**src/core/error_queue_pkg.sv**
```systemverilog
// Purpose: shared constants and types for the instrument error queue
// Assumes: codes are signed 16-bit, messages are indexed by code in the reader
// Notes: none
`default_nettype none
package error_queue_pkg;
   localparam int DEPTH          = 20;
   localparam int CODE_W         = 16;
   localparam int MSG_MAX        = 80;
   localparam int HDR_MAX        = 12;
   localparam int STR_MAX        = 12;
   localparam int EXP_MAX        = 32000;
   localparam int DIGIT_MAX      = 255;
   localparam int LEN_W          = 16;
   localparam logic signed [15:0] CODE_NONE        = 16'sh0000;
   localparam logic signed [15:0] CODE_GET_IN_CMD  = -16'sd105;
   localparam logic signed [15:0] CODE_MNEM_LONG   = -16'sd112;
   localparam logic signed [15:0] CODE_NUM_OVF     = -16'sd123;
   localparam logic signed [15:0] CODE_DIGITS      = -16'sd124;
   localparam logic signed [15:0] CODE_TRIG_IGN    = -16'sd211;
   localparam logic signed [15:0] CODE_INIT_IGN    = -16'sd213;
   localparam logic signed [15:0] CODE_TRIG_DEAD   = -16'sd214;
   localparam logic signed [15:0] CODE_TOO_MUCH    = -16'sd223;
   localparam logic signed [15:0] CODE_OVERFLOW    = -16'sd350;
   localparam logic signed [15:0] CODE_QRY_INTR    = -16'sd410;
   localparam logic signed [15:0] CODE_QRY_UNTERM  = -16'sd420;
   localparam logic signed [15:0] CODE_QRY_DEAD    = -16'sd430;

   typedef struct packed {
      logic              hdr_done;
      logic [LEN_W-1:0]  hdr_len;
      logic              num_done;
      logic [LEN_W-1:0]  num_exp;
      logic [LEN_W-1:0]  num_digits;
      logic              str_done;
      logic [LEN_W-1:0]  str_len;
      logic              get_mid_cmd;
      logic              trig_rx;
      logic              trig_waiting;
      logic              trig_src_ok;
      logic              init_rx;
      logic              meas_busy;
      logic              read_rx;
      logic              src_is_bus;
      logic              data_cmd_rx;
      logic              obuf_full;
      logic              talk_addr;
      logic              data_cmd_seen;
      logic              obuf_over;
      logic              ibuf_full;
   } parse_ev_t;

   typedef struct packed {
      logic              trig_accept;
      logic              init_accept;
      logic              str_accept;
      logic              obuf_keep;
      logic              obuf_discard;
   } parse_act_t;

   typedef struct packed {
      logic                     valid;
      logic signed [CODE_W-1:0] code;
   } err_word_t;
endpackage
`default_nettype wire

```
**src/core/instrument_error_queue.sv**
```systemverilog
// Purpose: error queue of the instrument, twenty entries oldest first
// Assumes: all inputs come from logic on sys_clk; rst_b is the power-up reset
// Notes: the reset command does not reach this block's flops
//
// Function
// - errors come out oldest first
// - error indicator drops once the queue is empty
// - beep goes high for one cycle after each cycle with a detected or external error, stored or not
// - arrival beyond twenty stored replaces newest entry with overflow code
// - after overflow further errors are dropped until one is read
// - reading an empty queue gives code zero and changes nothing
// - power-up and clear-status command empty the queue
// - reset command leaves the queue contents alone
// - leaving the menu after the error parameter level clears all errors
// - each remote query to a non-empty queue removes and returns one head entry
// - entry is signed code; reader adds comma and quoted message up to 80
// - header word over twelve characters queues mnemonic-too-long
// - exponent above 32000 queues numeric overflow
// - mantissa over 255 significant digits queues too-many-digits
// - trigger inside a command string queues trigger-not-allowed
// - trigger outside wait state or wrong source is ignored and queued
// - initiate during a measurement is ignored and queued
// - read query with bus trigger source queues trigger deadlock
// - string over twelve characters is rejected and queued
// - new data command with full output buffer keeps old data, queues error
// - talk addressed without data command queues query-unterminated
// - output overflow with full input buffer discards data, queues error
`default_nettype none
module instrument_error_queue
   import error_queue_pkg::*;
#(
   parameter int DEPTH_P = DEPTH
)
(
   input  wire logic                     sys_clk,
   input  wire logic                     rst_b,
   input  wire parse_ev_t                ev,
   input  wire logic                     ext_err_valid,
   input  wire logic signed [CODE_W-1:0] ext_err_code,
   input  wire logic                     clear_status,
   input  wire logic                     reset_cmd,
   input  wire logic                     menu_err_level,
   input  wire logic                     menu_exit,
   input  wire logic                     query_rd,
   input  wire logic                     panel_rd,
   output logic                          rd_valid,
   output logic signed [CODE_W-1:0]      rd_code,
   output logic                          error_ind,
   output logic                          beep,
   output parse_act_t                    act
);
   localparam int PTR_W = $clog2(DEPTH_P);
   localparam int CNT_W = $clog2(DEPTH_P + 1);

   err_word_t                det_err;
   parse_act_t               det_act;
   logic signed [CODE_W-1:0] mem [DEPTH_P];
   logic [PTR_W-1:0]         head;
   logic [PTR_W-1:0]         tail;
   logic [CNT_W-1:0]         count;
   logic                     ovf;
   logic                     menu_seen;
   logic [PTR_W-1:0]         next_head;
   logic [PTR_W-1:0]         next_tail;
   logic [CNT_W-1:0]         next_count;
   logic                     next_ovf;
   logic                     next_menu_seen;
   logic                     next_rd_valid;
   logic signed [CODE_W-1:0] next_rd_code;
   logic                     next_error_ind;
   logic                     next_beep;
   logic                     wr_en;
   logic [PTR_W-1:0]         wr_idx;
   logic signed [CODE_W-1:0] wr_data;
   logic                     push;
   logic signed [CODE_W-1:0] push_code;
   logic                     pop_req;
   logic                     do_pop;
   logic                     flush;
   logic [CNT_W-1:0]         mid_count;
   logic [PTR_W-1:0]         mid_head;

   function automatic logic [PTR_W-1:0] ptr_inc(input logic [PTR_W-1:0] p);
      if (p == PTR_W'(DEPTH_P - 1)) begin
         ptr_inc = '0;
      end else begin
         ptr_inc = p + PTR_W'(1);
      end
   endfunction

   function automatic logic [PTR_W-1:0] ptr_dec(input logic [PTR_W-1:0] p);
      if (p == '0) begin
         ptr_dec = PTR_W'(DEPTH_P - 1);
      end else begin
         ptr_dec = p - PTR_W'(1);
      end
   endfunction

   error_detect u_detect (
      .sys_clk (sys_clk),
      .rst_b   (rst_b),
      .ev      (ev),
      .err     (det_err),
      .act     (det_act)
   );

   // detected errors take precedence over the external source for the cycle
   always_comb begin
      push      = det_err.valid | ext_err_valid;
      push_code = det_err.valid ? det_err.code : ext_err_code;
      pop_req   = query_rd | panel_rd;
   end

   always_comb begin
      next_head      = head;
      next_tail      = tail;
      next_count     = count;
      next_ovf       = ovf;
      next_menu_seen = menu_seen;
      next_rd_valid  = 1'b0;
      next_rd_code   = CODE_NONE;
      wr_en          = 1'b0;
      wr_idx         = tail;
      wr_data        = push_code;
      do_pop         = pop_req && (count != '0);
      flush          = clear_status || (menu_exit && menu_seen);
      next_beep      = push;
      mid_head       = head;
      mid_count      = count;
      if (menu_err_level) begin
         next_menu_seen = 1'b1;
      end
      if (pop_req) begin
         next_rd_valid = 1'b1;
         if (do_pop) begin
            next_rd_code = mem[head];
            mid_head     = ptr_inc(head);
            mid_count    = count - CNT_W'(1);
            next_ovf     = 1'b0;
         end else begin
            next_rd_code = CODE_NONE;
         end
      end
      next_head  = mid_head;
      next_count = mid_count;
      // pop already applied above, so a push sees the freed slot
      if (push && !next_ovf) begin
         if (mid_count == CNT_W'(DEPTH_P)) begin
            wr_en    = 1'b1;
            wr_idx   = ptr_dec(tail);
            wr_data  = CODE_OVERFLOW;
            next_ovf = 1'b1;
         end else begin
            wr_en      = 1'b1;
            wr_idx     = tail;
            next_tail  = ptr_inc(tail);
            next_count = mid_count + CNT_W'(1);
         end
      end
      if (flush) begin
         next_head      = '0;
         next_tail      = '0;
         next_count     = '0;
         next_ovf       = 1'b0;
         next_menu_seen = 1'b0;
         wr_en          = 1'b0;
      end
      if (menu_exit) begin
         next_menu_seen = 1'b0;
      end
      next_error_ind = (next_count != '0);
   end

   // reset_cmd is deliberately not used: queue state survives it
   always_ff @(posedge sys_clk or negedge rst_b) begin
      if (!rst_b) begin
         head      <= '0;
         tail      <= '0;
         count     <= '0;
         ovf       <= 1'b0;
         menu_seen <= 1'b0;
         rd_valid  <= 1'b0;
         rd_code   <= CODE_NONE;
         error_ind <= 1'b0;
         beep      <= 1'b0;
         act       <= '0;
      end else begin
         head      <= next_head;
         tail      <= next_tail;
         count     <= next_count;
         ovf       <= next_ovf;
         menu_seen <= next_menu_seen;
         rd_valid  <= next_rd_valid;
         rd_code   <= next_rd_code;
         error_ind <= next_error_ind;
         beep      <= next_beep;
         act       <= det_act;
      end
   end

   always_ff @(posedge sys_clk) begin
      if (wr_en) begin
         mem[wr_idx] <= wr_data;
      end
   end
endmodule
`default_nettype wire

```
**src/core/error_detect.sv**
```systemverilog
// Purpose: turns parser and trigger conditions into error codes and verdicts
// Assumes: each condition input is a one-cycle pulse from same-clock logic
// Notes: at most one code per cycle; highest code, nearest zero, wins
`default_nettype none
module error_detect
   import error_queue_pkg::*;
(
   input  wire logic      sys_clk,
   input  wire logic      rst_b,
   input  wire parse_ev_t ev,
   output var  err_word_t err,
   output var  parse_act_t act
);
   err_word_t  next_err;
   parse_act_t next_act;

   always_comb begin
      next_err = '{valid: 1'b0, code: CODE_NONE};
      next_act = '0;
      if (ev.trig_rx && ev.trig_waiting && ev.trig_src_ok) begin
         next_act.trig_accept = 1'b1;
      end
      if (ev.init_rx && !ev.meas_busy) begin
         next_act.init_accept = 1'b1;
      end
      if (ev.str_done && ev.str_len <= LEN_W'(STR_MAX)) begin
         next_act.str_accept = 1'b1;
      end
      if (ev.obuf_over && ev.ibuf_full) begin
         next_act.obuf_discard = 1'b1;
         next_err = '{valid: 1'b1, code: CODE_QRY_DEAD};
      end
      if (ev.talk_addr && !ev.data_cmd_seen) begin
         next_err = '{valid: 1'b1, code: CODE_QRY_UNTERM};
      end
      if (ev.data_cmd_rx && ev.obuf_full) begin
         next_act.obuf_keep = 1'b1;
         next_err = '{valid: 1'b1, code: CODE_QRY_INTR};
      end
      if (ev.str_done && ev.str_len > LEN_W'(STR_MAX)) begin
         next_err = '{valid: 1'b1, code: CODE_TOO_MUCH};
      end
      if (ev.read_rx && ev.src_is_bus) begin
         next_err = '{valid: 1'b1, code: CODE_TRIG_DEAD};
      end
      if (ev.init_rx && ev.meas_busy) begin
         next_err = '{valid: 1'b1, code: CODE_INIT_IGN};
      end
      if (ev.trig_rx && !(ev.trig_waiting && ev.trig_src_ok)) begin
         next_err = '{valid: 1'b1, code: CODE_TRIG_IGN};
      end
      if (ev.num_done && ev.num_digits > LEN_W'(DIGIT_MAX)) begin
         next_err = '{valid: 1'b1, code: CODE_DIGITS};
      end
      if (ev.num_done && ev.num_exp > LEN_W'(EXP_MAX)) begin
         next_err = '{valid: 1'b1, code: CODE_NUM_OVF};
      end
      if (ev.hdr_done && ev.hdr_len > LEN_W'(HDR_MAX)) begin
         next_err = '{valid: 1'b1, code: CODE_MNEM_LONG};
      end
      if (ev.get_mid_cmd) begin
         next_err = '{valid: 1'b1, code: CODE_GET_IN_CMD};
      end
   end

   always_ff @(posedge sys_clk or negedge rst_b) begin
      if (!rst_b) begin
         err <= '{valid: 1'b0, code: CODE_NONE};
         act <= '0;
      end else begin
         err <= next_err;
         act <= next_act;
      end
   end
endmodule
`default_nettype wire

```
**config.mk**
```make
export PLATFORM = sky130hd
export DESIGN_NAME = instrument_error_queue
export DESIGN_NICKNAME = d
export VERILOG_FILES = /design/src/core/error_queue_pkg.sv /design/src/core/instrument_error_queue.sv /design/src/core/error_detect.sv
export SDC_FILE = /design/constraint.sdc
export NUM_CORES = 1
export LEC_CHECK = 0
export BUFFER_PORTS_ARGS = -buffer_cell sky130_fd_sc_hd__buf_2
export CAP_MARGIN = 30
export CORE_MARGIN = 2
export CORE_UTILIZATION = 50
export CTS_CLUSTER_DIAMETER = 100
export CTS_CLUSTER_SIZE = 24
export DETAILED_ROUTE_END_ITERATION = 10
export PLACE_DENSITY_LB_ADDON = 0.2
export SYNTH_ARGS = -nofsm -noshare
export SYNTH_HDL_FRONTEND = slang
export SYNTH_SLANG_ARGS = --single-unit
```
**constraint.sdc**
```tcl
create_clock -name sys_clk -period 5.2 [get_ports sys_clk]
set_input_delay 0.52 -clock sys_clk [delete_from_list [all_inputs] [get_ports sys_clk]]
set_output_delay 0.52 -clock sys_clk [all_outputs]
set_load 0.005 [all_outputs]
```
## Yosys cells after proc, flatten, opt, wreduce, memory -nomap -nowiden

Memory sizes are Yosys's and may differ from the RTL's.
Cells that the tools add are included.

- RAM bits: 320
- Bits in read-only memories: 0
- Input port bits: 106
- Register bits: 63
- Memories: 1
- Output and inout bits: 24
- Bits in latches: 0
- Logic and storage cells: 120

Memory list:

| name | depth | bits a word | read ports | clocked after Yosys merged registers in | wr ports | line | source |
|---|---|---|---|---|---|---|---|
| mem | 20 | 16 | 1 | 0 | 1 | instrument_error_queue.sv:57 | `logic signed [CODE_W-1:0] mem [DEPTH_P];` |

- $mul: 0
- Reductions and logical operators: 32
- Mux-type cells: 50
- Bitwise operators: 2
- Magnitude comparators: 5
- $add $sub $neg: 5
- Divide/modulo/power cells: 0
- Eq/ne operators: 4
- Shifts and indexed selects: 0

Operator list:

| cell | count |
|---|---|
| 17-bit two-way mux | 11 |
| 16-bit two-way mux | 5 |
| 5-bit two-way mux | 16 |
| 16-bit by 4-bit > comparator with 1-bit output (second input constant) | 2 |
| 1-bit logical AND | 18 |
| 1-bit two-way mux | 18 |
| 16-bit by 15-bit > comparator with 1-bit output (second input constant) | 1 |
| 16-bit by 8-bit > comparator with 1-bit output (second input constant) | 1 |
| 16-bit by 4-bit less-or-equal comparator with 1-bit output (second input constant) | 1 |
| 5-bit by 1-bit adder with 5-bit output (second input constant) | 3 |
| 5-bit == test (second input constant) | 3 |
| 5-bit nonzero test | 2 |
| 5-bit by 1-bit subtractor with 5-bit output (second input constant) | 2 |
| 2-bit nonzero test | 3 |
| 5-bit zero test | 1 |
| 1-bit zero test | 4 |
| 2-bit AND reduction | 2 |
| 3-bit nonzero test | 1 |
| 2-bit inequality test (second input constant) | 1 |
| 1-bit OR | 2 |
| 1-bit logical OR | 1 |

## Logic depth before layout (Yosys ltp)

- Depth in word-level cells: 12
- Gate-level depth with buffers: 15
- Mapped depth without buffers: 13

## Cells and area by module

A second synthesis with hierarchy kept.

- Cells, all modules: 838
- Area total of the unflattened synthesis: 15667.5 um^2

By module, submodules not included:

| module | instances | area an instance (um^2) | cells an instance | sequential area each (um^2) |
|---|---|---|---|---|
| instrument_error_queue | 1 | 14702.9 | 749 | 10635.2 |
| error_detect | 1 | 964.7 | 89 | 375.4 |

## Worst setup path before layout

No wires, ideal clock.

- Path kind: register to register
- From: register count[0]
- To: memory mem[19][0], enable pin
- Buffers on the path: 1
- Cell stages (with the launch flop): 13
- Data arrival time: 3880 ps
- Clock period less this slack: 4289 ps
- Setup slack: 911 ps
- Cell sequence: dfrtp_1 > inv_1 > ha_1 > nor4b_1 > nor2_1 > xnor2_1 > ha_1 > o211a_1 > nand4_1 > o21a_1 > or4_1 > buf_2 > nor3_1

- Word-level cells in the longest chain between the ends: 10

RTL lines:

| element | line | source |
|---|---|---|
| from (decl) | instrument_error_queue.sv:60 | `logic [CNT_W-1:0] count;` |
| from (signal assigned) | instrument_error_queue.sv:190 | `count <= next_count;` |
| branches (longest 10 deep; another with 5-bit by 1-bit subtractor with 5-bit output) | n/a |  |
| to (decl) | instrument_error_queue.sv:57 |  |

Several ways; the timed one is not identified.

## Worst setup path after layout

- From: register count[0]
- To: memory mem[19][7], enable pin

The elaborated chain is that of the path after synthesis.

==> results.cfg <==
[floorplanning]
fp.coreArea_um2 = 29900
die_h_um = 179
pin_count = 130
dieArea_um2 = 31900
die-width_um = 179
start_util_pct = 51.0
fp-row-count = 63

[cts]
cts.repair.resized = 0
cts_hold_buf = 0
clk_pin_slew_ns = 0.09
cts_root_buffer = clkbuf_16
clockBufferDepth = 3
cts_tree = built
clock_latency_ns = 0.53
cts_max_level = 1
cts_buffers = 19
cts_setup_buffers = 0
cts.sinks = 376

[critical_path]
r2r_setup_slack_ns = 0.67
start_kind = flip-flop
path_delay_family = simple AND/OR/NAND/NOR gates
worstPathMaxFanout = 16
critPathBufInv = 3
cp-end-kind = flip-flop
path_cells = inv_1 > ha_1 > nor4b_1 > nor2_1 > xnor2_1 > ha_1 > o211a_1 > nand4_1 > buf_4 > o21a_1 > or4_1 > nor3_2 > buf_4
critPathRequiredTime_ns = 5.40
max_stage_delay_ns = 0.74
crit_type = flip-flop to flip-flop
arrival_ns = 4.73
cp_slowest_cell = or4_1

[synth]
synth-main-ff-cell = edfxtp_1
yosysTopAreaCellShare_pct = 63.0
ys_seq_elements = 376
synth_area_per_cell_um2 = 16.6
yosysWarnings = 0
yosys-top-cells-count = edfxtp_1, mux2i_1, nor2_1
yosysMostFrequentCell = edfxtp_1
yosys.cell_types.count = 61
netlist_instances = 921
ys_async_sr_fraction_pct = 14.9
synth_edf_count = 320
ys_top_cells_by_area = edfxtp_1, dfrtp_1, mux4_2, mux2i_1, nor2_1
yosysTopAreaCell = edfxtp_1
synthesis.area_um2 = 15200
synth.net_count = 1033
ys_seq_area_share_pct = 72.2

[routing]
drtPass1Iterations = 5
vias = 8562
ant_nets = 0
wl_per_cell_um = 21.8
route.met3.wl_mm = 2.09
viasPerCell = 5.88
dr.first_iter.drc_count = 729
wl_mm = 31.7
m1WireLength_mm = 13.8
drc = 0
highest_layer = met4
wl_met2_mm = 15.2

[power]
switching_share_pct = 26.4
p_sw_mw = 1.70
power_frac_comb_pct = 21.3
leakage_nw = 5.71
ir_worst_vdd_v = 0.000230
powerDensity_nw_per_um2 = 377
internal_power_mw = 4.74
power.share.clock_pct = 24.5
sequentialPowerShare_pct = 54.2

[sta]
whs_ns = 0.136
min_period_ns = 4.53
clock.fmax_mhz = 221
clock_skew_ns = 0.0253
hold_viol = 0
relSlewSlack_pct = 29.6
tightest_slew_ns = 1.04
setup_violations = 0
setup_tns_ns = 0
grt_setup_unrepaired = no
fin_crit_sh_pct = 87.0
drv_slew = 0

[status]
status = completed

[placement]
dp_hpwl_mm = 21.1
port_buffers = 120
gp_congestion = 0.861

[global_routing]
antenna_found_initial = 0
grt_overflow_total = 0
grt_pass1_vias = 8468
grt_usage_pct = 20.5
grt_pass1_wl_mm = 49.0
grt_max_degree = 66

[layout]
post-route-util_pct = 57.2
layout-drive-gt1-share_pct = 25.0
antenna_cells = 0
fillerInstances = 2334
nets = 1164
syn_to_final_growth_pct = 12.0
multi_input_area_um2 = 4020
ff_latch_area_um2 = 11000

[hold_path]
hp-class = input pin to async pin

[job]
maxCapViolations = 0
cell usage in the layout, fill, tap and decap left out, drive strengths merged, types with 6 or more instances in the layout:
master  Yosys  layout
mux2i      78      78
a22oi      16      16
nor2b       6       6
o211ai     22      22
a21oi      45      45
nand2      25      25
a211oi      6       6
o21ai      35      35
a221oi     16      16
nor3       12      12
nor4       13      13
buf        18     164
mux4       48      48
nand4       7       7
nor2       62      62
ha          6       6
edfxtp    320     320
dfrtp      56      56
inv        16      18
nand3       8       8
nand2b      6       6
clkbuf     36      32
or3         9       9
cell families (layout without fill, tap and decap cells):
kind of cell	after synthesis	in the layout	share of synthesized area [%]
AND/OR/NAND/NOR	173	173	5.74
AO/OA/AOI/OAI	164	164	7.11
adder cells (fa/ha/maj)	6	6	0.492
buffers and inverters	70	214	1.89
flip-flops	376	376	72.2
multiplexers	127	127	12.3
XOR/XNOR	5	5	0.287
final timing paths:
kind / from / endpoint / depth (start not counted)
min: rst_b / u_detect.err[1] / 2
max: count[0] / mem[19][7] / 13
min in group sys_clk: ev[8] / u_detect.act[3] / 2
min reg2reg: u_detect.act[3] / act[3] / 0
max reg2reg: count[0] / mem[19][7] / 13
max in group asynchronous: rst_b / head[0] / 2
routing by layer:
layer  vias up  track usage, %
met2       311            33.0
met4         0            4.91
met5         -               0
met3        37            3.32
met1      4314            29.6
li1       3900               -
power by group through the flow:
stage	sequential, mW	clock, mW	combinational [mW]
3_5_place_dp	3.57	0	1.38
2_1_floorplan	3.48	0	1.07
5_1_grt	3.52	1.72	1.51
4_1_cts	3.50	1.62	1.39
6_report	3.49	1.58	1.37
3_3_place_gp	3.56	0	1.37
sequential cells by signal (all words and copies together) (netlist names), 5 cells and up:
| register | cells |
|---|---|
| tail | 5 |
| u_detect.act | 5 |
| head | 5 |
| u_detect.err | 10 |
| count | 5 |
| rd_code | 16 |
| mem | 320 |
| act | 5 |
cell type report:
type / instances / area share [%]
Timing Repair Buffer: 164 / 5.61
Inverter: 16 / 0.352
Tap cell: 390 / 2.86
Sequential cell: 376 / 64.5
Clock buffer: 32 / 3.07
Multi-Input combinational cell: 475 / 23.5
Clock inverter: 2 / 0.103
through the flow:
| step | area (um^2) | cells | total power [mW] | setup slack, ns |
|---|---|---|---|---|
| floorplan | 15200 | 921 | 4.55 | 0.911 |
| global placement | 16500 | 1416 | 4.93 | 0.855 |
| finish | 17100 | 1455 | 6.44 | 0.674 |
| global route | 17100 | 1455 | 6.75 | 0.418 |
| CTS | 17100 | 1455 | 6.51 | 0.709 |
| detailed placement | 16500 | 1421 | 4.95 | 0.747 |
No activity file was read; power rests on OpenSTA's default activity.
